`src/cmd_pkg.sv`:
```
package cmd_pkg;

	// Prefix bytes placed ahead of the opcode
	localparam logic [7:0] PFX_SECOND_INDEX = 8'h90;
	localparam logic [7:0] PFX_SECOND_INDIRECT = 8'h91;
	localparam logic [7:0] PFX_INDIRECT = 8'h92;
	localparam logic [7:0] PFX_NONE = 8'h00;

	// Opcode columns (upper nibble of the opcode)
	localparam logic [3:0] COL_BIT_REL = 4'h0;
	localparam logic [3:0] COL_BIT = 4'h1;
	localparam logic [3:0] COL_REL = 4'h2;
	localparam logic [3:0] COL_RMW_DIR = 4'h3;
	localparam logic [3:0] COL_RMW_IDX1 = 4'h6;
	localparam logic [3:0] COL_RMW_IDX0 = 4'h7;
	localparam logic [3:0] COL_IMM = 4'hA;
	localparam logic [3:0] COL_DIR_S = 4'hB;
	localparam logic [3:0] COL_DIR_L = 4'hC;
	localparam logic [3:0] COL_IDX_L = 4'hD;
	localparam logic [3:0] COL_IDX_S = 4'hE;
	localparam logic [3:0] COL_IDX_0 = 4'hF;

	// Individual inherent and relative opcodes
	localparam logic [7:0] OP_CALL_REL = 8'hAD;
	localparam logic [7:0] OP_HALT = 8'h8E;
	localparam logic [7:0] OP_WAIT_FOR_INTERRUPT = 8'h8F;
	localparam logic [7:0] OP_BYTE_MULTIPLY = 8'h42;
	localparam logic [5:0] OP_POP_GROUP = 6'h21;
	localparam logic [5:0] OP_PUSH_GROUP = 6'h22;
	localparam logic [1:0] OP_STACK_UNUSED = 2'h3;

	// Address space figures
	localparam logic [7:0] PAGE_ZERO = 8'h00;
	localparam logic [15:0] IDX_SHORT_MAX = 16'h01FE;
	localparam logic [15:0] STACK_RESET = 16'h01FF;
	localparam logic [15:0] ONE_WORD = 16'h0001;
	localparam logic [2:0] OPCODE_LEN = 3'h1;
	localparam int MODE_COUNT = 17;
	localparam int FAMILY_COUNT = 7;

	// The seventeen operand addressing modes
	typedef enum logic [4:0] {
		M_INHERENT, M_IMMEDIATE, M_DIR_SHORT, M_DIR_LONG,
		M_IDX_NONE, M_IDX_SHORT, M_IDX_LONG, M_IND_SHORT, M_IND_LONG,
		M_IND_IDX_SHORT, M_IND_IDX_LONG, M_REL_DIR, M_REL_IND,
		M_BIT_DIR, M_BIT_IND, M_BIT_REL_DIR, M_BIT_REL_IND
	} cmd_mode_t;

	// The seven mode families
	typedef enum logic [2:0] {
		F_INHERENT, F_IMMEDIATE, F_DIRECT, F_INDEXED, F_INDIRECT, F_RELATIVE, F_BIT
	} cmd_family_t;

	// Decoder sequence, Gray along the usual path
	typedef enum logic [2:0] {
		ST_OPCODE = 3'b000,
		ST_OPERAND = 3'b001,
		ST_POINTER = 3'b011,
		ST_ISSUE = 3'b010
	} cmd_state_t;

	// Family of a mode
	function automatic cmd_family_t cmd_family_of(input cmd_mode_t m);
		case (m)
			M_INHERENT: cmd_family_of = F_INHERENT;
			M_IMMEDIATE: cmd_family_of = F_IMMEDIATE;
			M_DIR_SHORT, M_DIR_LONG: cmd_family_of = F_DIRECT;
			M_IDX_NONE, M_IDX_SHORT, M_IDX_LONG: cmd_family_of = F_INDEXED;
			M_REL_DIR, M_REL_IND: cmd_family_of = F_RELATIVE;
			M_BIT_DIR, M_BIT_IND, M_BIT_REL_DIR, M_BIT_REL_IND: cmd_family_of = F_BIT;
			default: cmd_family_of = F_INDIRECT;
		endcase
	endfunction

endpackage

```
`src/cmd_ea_add.sv`:
```
module cmd_ea_add (
	input wire logic [15:0] base,
	input wire logic [7:0] ofs,
	input wire logic sign_ext,
	output logic [15:0] sum
);
	logic [15:0] ofs_ext;

	// Byte offset widened, signed or unsigned
	assign ofs_ext = {{8{sign_ext & ofs[7]}}, ofs};

	// Sum wraps within the 64K space
	assign sum = base + ofs_ext;
endmodule

```
`src/cmd_decoder.sv`:
```
// Operation
// (RULE1) Seventeen addressing modes are decoded, grouped into seven families.
// (RULE2) Long forms take a two-byte address or offset and so reach all 64 Kbyte.
// (RULE3) Short forms take one address byte and land in page zero, 0000h to 00FFh; short indexed forms here reach up to 01FEh.
// (RULE4) Read-modify-write memory opcodes decode only to short addressing forms.
// (RULE5) Inherent instructions are one opcode byte and fetch no operand bytes.
// (RULE6) Indexed without offset adds no byte with the first index, one with the second.
// (RULE7) Relative targets are the next instruction address plus a signed byte offset.
// (RULE8) The wait-for-interrupt opcode raises a wait request when decoded.
// (RULE9) The halt opcode raises a halt request that stops the oscillator.
// (RULE10) Push and pop move the stack pointer with no address byte in the opcode.
// (RULE11) Prefix 90 turns a first-index form into the second-index form.
// (RULE12) Prefix 92 turns direct, bit and first-index indexed forms into indirect ones.
// (RULE13) Prefix 91 turns first-index indirect indexed into second-index indirect indexed.
// (RULE14) Indexed addresses are an unsigned sum of index and offset, up to 1FE for a byte.
// (RULE15) Instruction length counts prefix, opcode and operands; the fetch address follows it.
module cmd_decoder (
	input wire logic ref_clk,
	input wire logic nrst,
	input wire logic op_valid,
	input wire logic [7:0] op_byte,
	output logic op_ready,
	output logic [15:0] fetch_addr,
	input wire logic pc_load,
	input wire logic [15:0] pc_load_val,
	input wire logic [7:0] x_index,
	input wire logic [7:0] y_index,
	output logic ptr_rd_req,
	output logic [15:0] ptr_rd_addr,
	input wire logic ptr_rd_valid,
	input wire logic [7:0] ptr_rd_data,
	output logic dec_valid,
	output logic [7:0] dec_opcode,
	output logic [7:0] dec_prefix,
	output cmd_pkg::cmd_mode_t dec_mode,
	output cmd_pkg::cmd_family_t dec_family,
	output logic [2:0] dec_len,
	output logic [15:0] dec_ea,
	output logic [7:0] dec_imm,
	output logic [15:0] dec_target,
	output logic [15:0] dec_next_pc,
	output logic [2:0] dec_bitnum,
	output logic dec_use_y,
	output logic dec_rmw,
	output logic [15:0] dec_stack_addr,
	output logic [15:0] stack_ptr,
	output logic wait_req,
	output logic halt_req
);
	cmd_pkg::cmd_state_t state_r, state_nxt;
	cmd_pkg::cmd_mode_t mode_r, mode_nxt;
	logic [7:0] pfx_r, opcode_r, b1_r, b2_r;
	logic [1:0] nops_r, nops_nxt, argc_r, ptrc_r;
	logic [15:0] ptr_r, ins_pc_r;
	logic take, is_prefix, need_ptr, use_y, got_ptr;
	logic [2:0] len;
	logic [15:0] next_pc, ea_base, ea_sum, target;
	logic [7:0] ea_ofs, rel_ofs;
	logic is_push, is_pop;

	// Mode from column and active prefix
	function automatic cmd_pkg::cmd_mode_t decode_mode(input logic [7:0] op, input logic ind);
		case (op[7:4])
			cmd_pkg::COL_BIT_REL: decode_mode = ind ? cmd_pkg::M_BIT_REL_IND : cmd_pkg::M_BIT_REL_DIR;
			cmd_pkg::COL_BIT: decode_mode = ind ? cmd_pkg::M_BIT_IND : cmd_pkg::M_BIT_DIR;
			cmd_pkg::COL_REL: decode_mode = ind ? cmd_pkg::M_REL_IND : cmd_pkg::M_REL_DIR;
			cmd_pkg::COL_RMW_DIR, cmd_pkg::COL_DIR_S:
				decode_mode = ind ? cmd_pkg::M_IND_SHORT : cmd_pkg::M_DIR_SHORT;
			cmd_pkg::COL_RMW_IDX1, cmd_pkg::COL_IDX_S:
				decode_mode = ind ? cmd_pkg::M_IND_IDX_SHORT : cmd_pkg::M_IDX_SHORT;
			cmd_pkg::COL_RMW_IDX0, cmd_pkg::COL_IDX_0: decode_mode = cmd_pkg::M_IDX_NONE;
			cmd_pkg::COL_DIR_L: decode_mode = ind ? cmd_pkg::M_IND_LONG : cmd_pkg::M_DIR_LONG;
			cmd_pkg::COL_IDX_L: decode_mode = ind ? cmd_pkg::M_IND_IDX_LONG : cmd_pkg::M_IDX_LONG;
			cmd_pkg::COL_IMM: begin
				if (op == cmd_pkg::OP_CALL_REL) begin
					decode_mode = ind ? cmd_pkg::M_REL_IND : cmd_pkg::M_REL_DIR;
				end else begin
					decode_mode = cmd_pkg::M_IMMEDIATE;
				end
			end
			default: decode_mode = cmd_pkg::M_INHERENT;
		endcase
	endfunction

	// Operand bytes following the opcode
	function automatic logic [1:0] operand_bytes(input cmd_pkg::cmd_mode_t m);
		case (m)
			cmd_pkg::M_INHERENT, cmd_pkg::M_IDX_NONE: operand_bytes = 2'h0;
			cmd_pkg::M_DIR_LONG, cmd_pkg::M_IDX_LONG: operand_bytes = 2'h2;
			cmd_pkg::M_BIT_REL_DIR, cmd_pkg::M_BIT_REL_IND: operand_bytes = 2'h2;
			default: operand_bytes = 2'h1;
		endcase
	endfunction

	// Byte handshake and prefix detection
	assign take = op_valid & op_ready;
	assign is_prefix = (pfx_r == cmd_pkg::PFX_NONE) &&
		(op_byte == cmd_pkg::PFX_SECOND_INDEX || op_byte == cmd_pkg::PFX_INDIRECT ||
		op_byte == cmd_pkg::PFX_SECOND_INDIRECT);
	assign mode_nxt = decode_mode(op_byte, pfx_r == cmd_pkg::PFX_INDIRECT ||
		pfx_r == cmd_pkg::PFX_SECOND_INDIRECT); // RULE12 RULE13
	assign nops_nxt = operand_bytes(mode_nxt); // RULE5 RULE2 RULE3
	assign use_y = pfx_r == cmd_pkg::PFX_SECOND_INDEX ||
		pfx_r == cmd_pkg::PFX_SECOND_INDIRECT; // RULE11 RULE13
	assign got_ptr = ptr_rd_req & ptr_rd_valid;

	// Modes whose operand byte addresses a pointer in memory
	always_comb begin
		case (mode_r)
			cmd_pkg::M_IND_SHORT, cmd_pkg::M_IND_LONG, cmd_pkg::M_IND_IDX_SHORT,
			cmd_pkg::M_IND_IDX_LONG, cmd_pkg::M_REL_IND, cmd_pkg::M_BIT_IND,
			cmd_pkg::M_BIT_REL_IND: need_ptr = 1'b1;
			default: need_ptr = 1'b0;
		endcase
	end

	// Sequence: prefix/opcode, operands, pointer, issue
	always_comb begin
		state_nxt = state_r;
		case (state_r)
			cmd_pkg::ST_OPCODE: begin
				if (pc_load) begin
					state_nxt = cmd_pkg::ST_OPCODE;
				end else if (take && !is_prefix) begin
					state_nxt = (nops_nxt == 2'h0) ? cmd_pkg::ST_ISSUE : cmd_pkg::ST_OPERAND;
				end
			end
			cmd_pkg::ST_OPERAND: begin
				if (take && argc_r == nops_r - 2'h1) begin
					state_nxt = need_ptr ? cmd_pkg::ST_POINTER : cmd_pkg::ST_ISSUE;
				end
			end
			cmd_pkg::ST_POINTER: begin
				if (got_ptr && ptrc_r == 2'h1) begin
					state_nxt = cmd_pkg::ST_ISSUE;
				end
			end
			cmd_pkg::ST_ISSUE: state_nxt = cmd_pkg::ST_OPCODE;
			default: state_nxt = cmd_pkg::ST_OPCODE;
		endcase
	end

	// State and handshake flops
	always_ff @(posedge ref_clk or negedge nrst) begin
		if (!nrst) begin
			state_r <= cmd_pkg::ST_OPCODE;
			op_ready <= 1'b0;
			ptr_rd_req <= 1'b0;
		end else begin
			state_r <= state_nxt;
			op_ready <= state_nxt == cmd_pkg::ST_OPCODE || state_nxt == cmd_pkg::ST_OPERAND;
			ptr_rd_req <= state_nxt == cmd_pkg::ST_POINTER;
		end
	end

	// Fetch address loads on a jump in ST_OPCODE, else advances on every byte taken
	always_ff @(posedge ref_clk or negedge nrst) begin
		if (!nrst) begin
			fetch_addr <= 16'h0000;
			ins_pc_r <= 16'h0000;
		end else if (state_r == cmd_pkg::ST_OPCODE && pc_load) begin
			fetch_addr <= pc_load_val;
		end else if (take) begin
			fetch_addr <= fetch_addr + cmd_pkg::ONE_WORD; // RULE15
			if (state_r == cmd_pkg::ST_OPCODE && pfx_r == cmd_pkg::PFX_NONE) begin
				ins_pc_r <= fetch_addr;
			end
		end
	end

	// Prefix, opcode and operand capture
	always_ff @(posedge ref_clk or negedge nrst) begin
		if (!nrst) begin
			pfx_r <= cmd_pkg::PFX_NONE;
			opcode_r <= 8'h00;
			mode_r <= cmd_pkg::M_INHERENT;
			nops_r <= 2'h0;
			argc_r <= 2'h0;
			b1_r <= 8'h00;
			b2_r <= 8'h00;
		end else if (state_r == cmd_pkg::ST_OPCODE) begin
			argc_r <= 2'h0;
			if (pc_load) begin
				pfx_r <= cmd_pkg::PFX_NONE;
			end else if (take && is_prefix) begin
				pfx_r <= op_byte; // RULE11 RULE12 RULE13
			end else if (take) begin
				opcode_r <= op_byte;
				mode_r <= mode_nxt; // RULE1
				nops_r <= nops_nxt;
			end
		end else if (state_r == cmd_pkg::ST_OPERAND && take) begin
			argc_r <= argc_r + 2'h1;
			if (argc_r == 2'h0) begin
				b1_r <= op_byte;
			end else begin
				b2_r <= op_byte;
			end
		end else if (state_r == cmd_pkg::ST_ISSUE) begin
			pfx_r <= cmd_pkg::PFX_NONE;
		end
	end

	// Pointer fetch from page zero, high byte first for a word pointer
	always_ff @(posedge ref_clk or negedge nrst) begin
		if (!nrst) begin
			ptr_r <= 16'h0000;
			ptrc_r <= 2'h0;
			ptr_rd_addr <= 16'h0000;
		end else if (state_r == cmd_pkg::ST_OPERAND) begin
			ptr_rd_addr <= {cmd_pkg::PAGE_ZERO, take && argc_r == 2'h0 ? op_byte : b1_r};
			ptr_r <= 16'h0000;
			ptrc_r <= (mode_r == cmd_pkg::M_IND_LONG || mode_r == cmd_pkg::M_IND_IDX_LONG) ?
				2'h2 : 2'h1;
		end else if (got_ptr) begin
			ptr_r <= {ptr_r[7:0], ptr_rd_data};
			ptrc_r <= ptrc_r - 2'h1;
			ptr_rd_addr <= ptr_rd_addr + cmd_pkg::ONE_WORD;
		end
	end

	// Length and following address
	assign len = cmd_pkg::OPCODE_LEN + {2'h0, pfx_r != cmd_pkg::PFX_NONE} + {1'b0, nops_r}; // RULE15
	assign next_pc = ins_pc_r + {13'h0000, len};

	// Base and offset feeding the address adder
	always_comb begin
		ea_base = {cmd_pkg::PAGE_ZERO, b1_r}; // RULE3
		ea_ofs = 8'h00;
		case (mode_r)
			cmd_pkg::M_DIR_LONG: ea_base = {b1_r, b2_r}; // RULE2
			cmd_pkg::M_IDX_NONE: begin
				ea_base = 16'h0000;
				ea_ofs = use_y ? y_index : x_index;
			end
			cmd_pkg::M_IDX_SHORT: ea_ofs = use_y ? y_index : x_index; // RULE14
			cmd_pkg::M_IDX_LONG: begin
				ea_base = {b1_r, b2_r};
				ea_ofs = use_y ? y_index : x_index;
			end
			cmd_pkg::M_IND_SHORT, cmd_pkg::M_BIT_IND, cmd_pkg::M_BIT_REL_IND:
				ea_base = {cmd_pkg::PAGE_ZERO, ptr_r[7:0]};
			cmd_pkg::M_IND_LONG: ea_base = ptr_r;
			cmd_pkg::M_IND_IDX_SHORT: begin
				ea_base = {cmd_pkg::PAGE_ZERO, ptr_r[7:0]};
				ea_ofs = use_y ? y_index : x_index; // RULE14
			end
			cmd_pkg::M_IND_IDX_LONG: begin
				ea_base = ptr_r;
				ea_ofs = use_y ? y_index : x_index;
			end
			default: ea_base = {cmd_pkg::PAGE_ZERO, b1_r};
		endcase
	end

	// Relative offset source
	always_comb begin
		case (mode_r)
			cmd_pkg::M_REL_IND: rel_ofs = ptr_r[7:0];
			cmd_pkg::M_BIT_REL_DIR, cmd_pkg::M_BIT_REL_IND: rel_ofs = b2_r;
			default: rel_ofs = b1_r;
		endcase
	end

	// Unsigned index sum
	cmd_ea_add u_index_add (
		.base(ea_base),
		.ofs(ea_ofs),
		.sign_ext(1'b0),
		.sum(ea_sum)
	);

	// Signed branch from the following instruction
	cmd_ea_add u_branch_add (
		.base(next_pc),
		.ofs(rel_ofs),
		.sign_ext(1'b1),
		.sum(target)
	); // RULE7

	// Stack opcodes (inherent column 8: pop 84 to 86, push 88 to 8A)
	assign is_pop = mode_r == cmd_pkg::M_INHERENT && opcode_r[7:2] == cmd_pkg::OP_POP_GROUP &&
		opcode_r[1:0] != cmd_pkg::OP_STACK_UNUSED;
	assign is_push = mode_r == cmd_pkg::M_INHERENT && opcode_r[7:2] == cmd_pkg::OP_PUSH_GROUP &&
		opcode_r[1:0] != cmd_pkg::OP_STACK_UNUSED;

	// Decoded instruction issue, one cycle
	always_ff @(posedge ref_clk or negedge nrst) begin
		if (!nrst) begin
			dec_valid <= 1'b0;
			dec_opcode <= 8'h00;
			dec_prefix <= cmd_pkg::PFX_NONE;
			dec_mode <= cmd_pkg::M_INHERENT;
			dec_family <= cmd_pkg::F_INHERENT;
			dec_len <= 3'h0;
			dec_ea <= 16'h0000;
			dec_imm <= 8'h00;
			dec_target <= 16'h0000;
			dec_next_pc <= 16'h0000;
			dec_bitnum <= 3'h0;
			dec_use_y <= 1'b0;
			dec_rmw <= 1'b0;
		end else begin
			dec_valid <= state_r == cmd_pkg::ST_ISSUE;
			if (state_r == cmd_pkg::ST_ISSUE) begin
				dec_opcode <= opcode_r;
				dec_prefix <= pfx_r;
				dec_mode <= mode_r;
				dec_family <= cmd_pkg::cmd_family_of(mode_r); // RULE1
				dec_len <= len; // RULE15 RULE6
				dec_ea <= ea_sum;
				dec_imm <= b1_r;
				dec_target <= target; // RULE7
				dec_next_pc <= next_pc;
				dec_bitnum <= opcode_r[3:1];
				dec_use_y <= use_y;
				dec_rmw <= opcode_r[7:4] == cmd_pkg::COL_BIT_REL ||
					opcode_r[7:4] == cmd_pkg::COL_BIT || opcode_r[7:4] == cmd_pkg::COL_RMW_DIR ||
					opcode_r[7:4] == cmd_pkg::COL_RMW_IDX1 ||
					opcode_r[7:4] == cmd_pkg::COL_RMW_IDX0; // RULE4
			end
		end
	end

	// Power requests and stack pointer
	always_ff @(posedge ref_clk or negedge nrst) begin
		if (!nrst) begin
			wait_req <= 1'b0;
			halt_req <= 1'b0;
			stack_ptr <= cmd_pkg::STACK_RESET;
			dec_stack_addr <= cmd_pkg::STACK_RESET;
		end else begin
			wait_req <= state_r == cmd_pkg::ST_ISSUE && mode_r == cmd_pkg::M_INHERENT &&
				opcode_r == cmd_pkg::OP_WAIT_FOR_INTERRUPT; // RULE8
			halt_req <= state_r == cmd_pkg::ST_ISSUE && mode_r == cmd_pkg::M_INHERENT &&
				opcode_r == cmd_pkg::OP_HALT; // RULE9
			if (state_r == cmd_pkg::ST_ISSUE && is_push) begin
				dec_stack_addr <= stack_ptr;
				stack_ptr <= stack_ptr - cmd_pkg::ONE_WORD; // RULE10
			end else if (state_r == cmd_pkg::ST_ISSUE && is_pop) begin
				dec_stack_addr <= stack_ptr + cmd_pkg::ONE_WORD;
				stack_ptr <= stack_ptr + cmd_pkg::ONE_WORD; // RULE10
			end
		end
	end
endmodule

```
`config.mk`:
```
export PLATFORM = sky130hd
export DESIGN_NAME = cmd_decoder
export DESIGN_NICKNAME = d
export VERILOG_FILES = /design/src/cmd_pkg.sv /design/src/cmd_ea_add.sv /design/src/cmd_decoder.sv
export SDC_FILE = /design/constraint.sdc
export NUM_CORES = 1
export LEC_CHECK = 0
export ABC_CLOCK_PERIOD_IN_PS = 6000
export BUFFER_PORTS_ARGS = -buffer_cell sky130_fd_sc_hd__buf_2
export CAP_MARGIN = 10
export CORE_ASPECT_RATIO = 1.2
export CORE_MARGIN = 2
export CORE_UTILIZATION = 55
export DETAILED_ROUTE_END_ITERATION = 10
export PLACE_DENSITY_LB_ADDON = 0.05
export SLEW_MARGIN = 20
export SYNTH_ARGS = -nofsm -noshare
export SYNTH_HDL_FRONTEND = slang
export SYNTH_SLANG_ARGS = --single-unit
```
`constraint.sdc`:
```
create_clock -name ref_clk -period 6 [get_ports ref_clk]
set_input_delay 0.6 -clock ref_clk [delete_from_list [all_inputs] [get_ports ref_clk]]
set_output_delay 0.6 -clock ref_clk [all_outputs]
set_load 0.005 [all_outputs]
```
==> Word level (Yosys, flattened, before mapping) <==
Memory sizes are Yosys's and may differ from the RTL's. A register that Yosys moved wholly into a read port is not among the register bits.
Index checks and enable logic that the tools add are counted.
{ "totals": {"regBits": 232, "latch_bits": 0, "ram_bits": 0, "rom_bits": 96, "out_inout_bits": 157, "elab_cells": 207, "memories": 1} }
{ "mem_list": {"columns": ["name", "depth", "word_bits", "read_ports", "rd_ports_with_merged_regs", "wr", "line_no", "text"], "rows": [
  ["(no name shown)", 32, 3, 1, 1, 0, "cmd_pkg.sv:64", "case (m)"]
]} }
{ "op_classes": {"n_addsub": 12, "n_mul": 0, "div_mod_pow": 0, "order_cmp": 0, "eq_ne": 53, "shifts": 0, "muxes": 42, "n_bitwise": 7, "n_reduce_logical": 61} }
{ "op_table": {"columns": ["cell", "count"], "rows": [
  ["$mux 16", 9],
  ["$eq 8x8->1 const B", 9],
  ["$mux 8", 8],
  ["$pmux 16 s4", 1],
  ["$add 16x1->16 const B", 3],
  ["$pmux 5 s9", 1],
  ["$eq 5x4->1 const B", 7],
  ["$eq 5x3->1 const B", 6],
  ["$eq 4x4->1 const B", 6],
  ["$logic_and 1x1->1", 18],
  ["$mux 3", 6],
  ["$add 16x16->16", 1],
  ["$add 16x3->16", 1],
  ["$add 16x8->16", 1],
  ["$eq 4x3->1 const B", 4],
  ["$mux 4", 4],
  ["$pmux 8 s2", 1],
  ["$sub 16x1->16 const B", 1],
  ["$mux 2", 7],
  ["$reduce_or 2->1", 7],
  ["$eq 4x2->1 const B", 3],
  ["$eq 6x6->1 const B", 2],
  ["$reduce_and 3->1", 4],
  ["$eq 5x2->1 const B", 2],
  ["other kinds (31)", 63]
]} }

==> Longest topological paths before layout <==
{ "depth": {"ltp_word": 15, "ltp_mapped": 18, "depth_no_buf": 18} }

==> Cells and area by module <==
A second synthesis with hierarchy kept.
{ "unflattened": {"cells_unflattened": 1387, "hier_area_um2": 12789.8} }
{ "by_module_without_submodules": {"columns": ["module", "n_inst", "cells_per_inst", "area_each_um2"], "rows": [
  ["cmd_decoder", 1, 1210, 11439.7],
  ["cmd_ea_add at u_index_add", 1, 93, 732.0],
  ["cmd_ea_add at u_branch_add", 1, 84, 618.1]
]} }

==> Worst setup path before layout <==
Ideal clock, no wire load.
{ "synth_timing": {"path_kind": "flip-flop to flip-flop", "startpoint": "register pfx_r[3]", "endpoint": "register dec_target[15]", "arrival_ns": 4.395, "required_ns": 5.865, "setup_slack_ns": 1.470, "path_stages_with_launch": 19, "n_path_buf": 0, "period_less_slack_ns": 4.530, "cell_sequence": "dfrtp_1 > or4_4 > nor3_4 > ha_1 > inv_1 > ha_1 > ha_1 > a21o_1 > a21oi_1 > nor2_1 > xor2_1 > ha_1 > o21a_1 > or4_1 > o211ai_2 > o21ai_0 > o41ai_1 > xnor2_1 > o21ai_0"} }
{ "synth_via": {"elab_chain_cells": 5} }
{ "synth_rtl": {"columns": ["item", "line_no", "text"], "rows": [
  ["start, declared", "cmd_decoder.sv:52", "logic [7:0] pfx_r, opcode_r, b1_r, b2_r;"],
  ["start signal, assigned", "cmd_decoder.sv:174", "pfx_r <= cmd_pkg::PFX_NONE;"],
  ["start signal, assigned", "cmd_decoder.sv:184", "pfx_r <= cmd_pkg::PFX_NONE;"],
  ["start signal, assigned", "cmd_decoder.sv:186", "pfx_r <= op_byte;"],
  ["$reduce_bool 8->1", "cmd_decoder.sv:223", "assign len = cmd_pkg::OPCODE_LEN + {2'h0, pfx_r != cmd_pkg::PFX_NONE} + {1'b0, nops_r};"],
  ["$add 1x1->2", "cmd_decoder.sv:223", null],
  ["$add 2x2->3", "cmd_decoder.sv:223", null],
  ["via len[1]", "cmd_decoder.sv:56", "logic [2:0] len;"],
  ["$add 16x3->16", "cmd_decoder.sv:224", "assign next_pc = ins_pc_r + {13'h0000, len};"],
  ["via next_pc[5]", "cmd_decoder.sv:57", "logic [15:0] next_pc, ea_base, ea_sum, target;"],
  ["$add 16x16->16", "cmd_ea_add.sv:13", "assign sum = base + ofs_ext;"],
  ["end signal, assigned", "cmd_decoder.sv:313", "dec_target <= target;"],
  ["end, declared", "cmd_decoder.sv:40", "output logic [15:0] dec_target,"]
]} }
The timed path passes the listed nets, and every way through them passes these cells.
A chain may end at the register's enable or synchronous reset.

==> Worst setup path after layout <==
Ends and elaborated chain as after synthesis.

==> flow_summary_export.csv <==
group,metric,value,unit
run_status,run_status,"complete, no violations",
power_and_ir_drop,comb_power_share,34.7,%
worst_setup_path,timing.critical_path.to_type,"flop",
cells_and_area,antenna_cells_inserted,0,
worst_hold_path,hold_class,"in2async",
clock_tree,clock_tree_from_tritoncts,"done",
placement,dp.final_hpwl,22900,um
cells_and_area,fillers,1948,
power_and_ir_drop,share_seq_of_total_power,39.6,%
drt,postRouteAntennaNets,0,
sta,worst_slew_margin_rel,31.0,%
worst_setup_path,worst-endpoint-arrival,5500,ps
yosys,synthCells,1390,
drt,routed_via_count,10500,
grt,gr-total-overflow,0,
yosys,synthFlopType,"dfrtp_1",
die,rows,60,
job,maxCapViolations,0,
yosys,synth.distinct_cells,80,
drt,postRouteWirelength,32000,um
power_and_ir_drop,power.density,417,nW/um^2
clock_tree,worst_setup_hold_path_clk_slew,70,ps
clock_tree,clock_latency_reported_for_the_late_side_of_the_worst_skew_pair,540,ps
yosys,synthTopCellsByArea,"dfrtp_1 43%, nand2_1 9.8%, o21ai_0 4.5%, dfstp_2 3.8%, ha_1 3.6%",
yosys,synth_seq_cells,232,
worst_setup_path,critPathRequiredTime,6410,ps
die,die-width,142,um
yosys,synth_nets,1482,
worst_setup_path,cp_cell_sequence,"or4_4 > nor3_4 > ha_1 > inv_1 > ha_1 > ha_1 > a21o_1 > a21oi_1 > nor2_1 > xor2_1 > ha_1 > nor2_1 > or4b_1 > o211ai_2 > o21ai_0 > o41ai_1 > xnor2_1 > o21ai_0",
grt,groute.usage.overall,26.8,%
sta,finalHoldViolCount,0,
drt,drc_violation_count_after_routing,0,
power_and_ir_drop,worst_ir_drop_vdd,280,uV
yosys,synth.largest_area_cell,"dfrtp_1",
cells_and_area,final_nets,1656,
sta,setup-violations-final,0,
sta,tns_setup,0,ps
worst_setup_path,worst_path_dominant_cell_family,"simple AND/OR/NAND/NOR gates",
clock_tree,cts.sinks,232,
yosys,yosysTopAreaCellShare,42.7,%
sta,timing.final.max_slew_violations,0,
clock_tree,ctsResizeCount,0,
placement,place.port_buffers,209,
yosys,count_of_flip_flops_with_a_built_in_enable_after_synthesis,0,
sta,finalCritPeriodShare,84.9,%
clock_tree,post_cts_hold_buffer_count,0,
worst_setup_path,start_kind,"flop",
power_and_ir_drop,total_leakage_power,7.16,nW
worst_setup_path,cp.depth,18,
die,top_level_ports,210,
placement,place_ws,907,ps
clock_tree,htree_num_levels,1,
power_and_ir_drop,net-switching-power,2.21,mW
grt,grt_first_pass_wirelength,52100,um
drt,viasPerCell,5.66,
sta,fin_crit,5090,ps
worst_setup_path,worst-setup-path-type,"reg2reg",
cells_and_area,final_core_util,65.0,%
cells_and_area,layout-area-overhead-vs-synth,16.0,%
yosys,yosysWarningCount,0,
drt,drt_first_pass_iters,5,
power_and_ir_drop,part_of_the_total_power_dissipated_in_the_clock_network,25.8,%
power_and_ir_drop,net_sw_share,36.5,%
grt,first_global_vias,10100,
drt,drt_iter0_markers,650,
sta,final.setup_skew,32.3,ps
clock_tree,clk_root_buffer_cell,"clkbuf_16",
die,initial_core_util,56.0,%
cells_and_area,fraction_of_final_layout_cells_sized_beyond_drive_strength_1,21.9,%
power_and_ir_drop,power.internal,3.85,mW
clock_tree,clock_tree.buffer_depth,3,
worst_setup_path,worstPathMaxFanout,6,
clock_tree,cts_made_buffers,25,
sta,rsz_0062_raised_after_global_routing,"no",
yosys,synth.avg_cell_area,9.01,sq um
sta,setup_slack,907,ps
worst_setup_path,path_buf_inv,1,
worst_setup_path,worst_path_max_delay_cell,"or4_4",
yosys,syn_area,12500,sq um
placement,globalplace.congestion,0.907,
die,die_outline_area,24000,sq um
die,die-height,169,um
drt,wire_per_inst,17.2,um
clock_tree,cts_post_setup_buffers_inserted,0,
grt,grt_max_degree,120,
sta,worst_pin_slew,1030,ps
sta,fmax,196,MHz
die,floorplan.core_area,22400,sq um
yosys,synth-async-reset-ratio,100,%
grt,antenna_violations_before_repair,0,
yosys,yosysSeqAreaShare,46.5,%
worst_setup_path,timing.reg2reg.worst_path_depth,18,
worst_setup_path,critPathMaxStageDelay,580,ps
worst_setup_path,critical-path-top-cell-by-count,"ha_1",
-- Yosys cell counts (9+ instances only) --
| library cell | n |
|---|---|
| and2_1 | 11 |
| inv_1 | 30 |
| nand2b_1 | 9 |
| xor2_1 | 46 |
| dfstp_2 | 18 |
| xnor2_1 | 41 |
| ha_1 | 36 |
| buf_2 | 10 |
| a22oi_1 | 21 |
| nand4_1 | 15 |
| nand2_1 | 326 |
| nor2_1 | 91 |
| a21oi_1 | 70 |
| nor3_1 | 15 |
| dfrtp_1 | 214 |
| and3_1 | 10 |
| nand3_1 | 50 |
| mux2i_1 | 19 |
| a31oi_1 | 9 |
| a21o_1 | 9 |
| mux2_2 | 38 |
| o21ai_0 | 112 |
| clkbuf_1 | 50 |
-- layout by cell type, fill, tap and decap left out, types with 38 or more instances in the layout --
cell     synthesis  layout
dfrtp_1        214     214
nand2_1        326     325
nor2_1          91      91
a21oi_1         70      70
xnor2_1         41      41
xor2_1          46      46
mux2_2          38      38
nand3_1         50      50
buf_2           10     208
o21ai_0        112     112
-- power groups by stage --
stage | Combinational (mW) | Sequential [mW] | Clock (mW)
finish | 2.10 | 2.40 | 1.56
global route | 2.37 | 2.46 | 1.65
CTS | 2.11 | 2.40 | 1.59
detailed placement | 2.10 | 2.42 | 0
global placement | 2.05 | 2.41 | 0
floorplan | 1.39 | 2.32 | 0
-- final cells by class --
| type | instances | area [sq um] | share of cell area, % |
|---|---|---|---|
| Sequential cell | 232 | 5830 | 40.1 |
| Multi-Input combinational cell | 1054 | 6280 | 43.2 |
| Clock inverter | 14 | 155 | 1.07 |
| Timing Repair Buffer | 220 | 1140 | 7.83 |
| Inverter | 31 | 116 | 0.800 |
| Clock buffer | 30 | 664 | 4.57 |
| Tap cell | 279 | 349 | 2.40 |
-- state kept, by name, summed over array words and instances, names as in the netlist, 3 cells and up --
register / flops
dec_len: 3
dec_ea: 16
ins_pc_r: 16
pfx_r: 8
ptr_rd_addr: 16
state_r: 3
b2_r: 8
b1_r: 8
dec_target: 16
dec_opcode: 8
dec_imm: 8
dec_family: 3
dec_mode: 5
ptr_r: 16
dec_next_pc: 16
mode_r: 5
stack_ptr: 16
dec_prefix: 8
fetch_addr: 16
opcode_r: 8
dec_stack_addr: 16
-- cells by family after synthesis --
logic type / count (synthesis) / share of synthesized area (%)
flops: 232 / 46.5
simple gates: 585 / 21.1
fa+ha+maj: 39 / 4.07
buf+inv: 104 / 3.52
xor+xnor: 87 / 6.08
mux: 57 / 4.93
other cells: 1 / 0.0299
compound gates: 285 / 13.7
-- through the flow --
stage / total power, mW / hold slack [ps] / cell area [sq um] / instances
floorplan: 3.71 / 304 / 12500 / 1390
global placement: 4.46 / 455 / 13700 / 1816
detailed placement: 4.52 / 459 / 13700 / 1816
CTS: 6.10 / 176 / 14500 / 1860
global route: 6.48 / 210 / 14500 / 1860
finish: 6.06 / 100 / 14500 / 1860
-- per-layer routing --
| metal | track usage [%] | vias up | part of all wire (%) |
|---|---|---|---|
| met1 | 37.5 | 4983 | 44 |
| met5 | 0 | - | 0 |
| met2 | 43.8 | 354 | 47 |
| met4 | 8.61 | 0 | 3.0 |
| met3 | 3.33 | 64 | 5.6 |
| li1 | - | 5130 | - |
-- worst paths after layout --
check / startpoint / slack [ps] / to
max: pfx_r[3] / 910 / dec_target[15]
min: nrst / 100 / pfx_r[5]
max reg2reg: pfx_r[3] / 910 / dec_target[15]
min reg2reg: dec_ea[1] / 470 / dec_ea[1]
max in group asynchronous: nrst / 4490 / op_ready
min in group ref_clk: pc_load_val[10] / 270 / fetch_addr[10]
(Power assumes the default switching activity.)
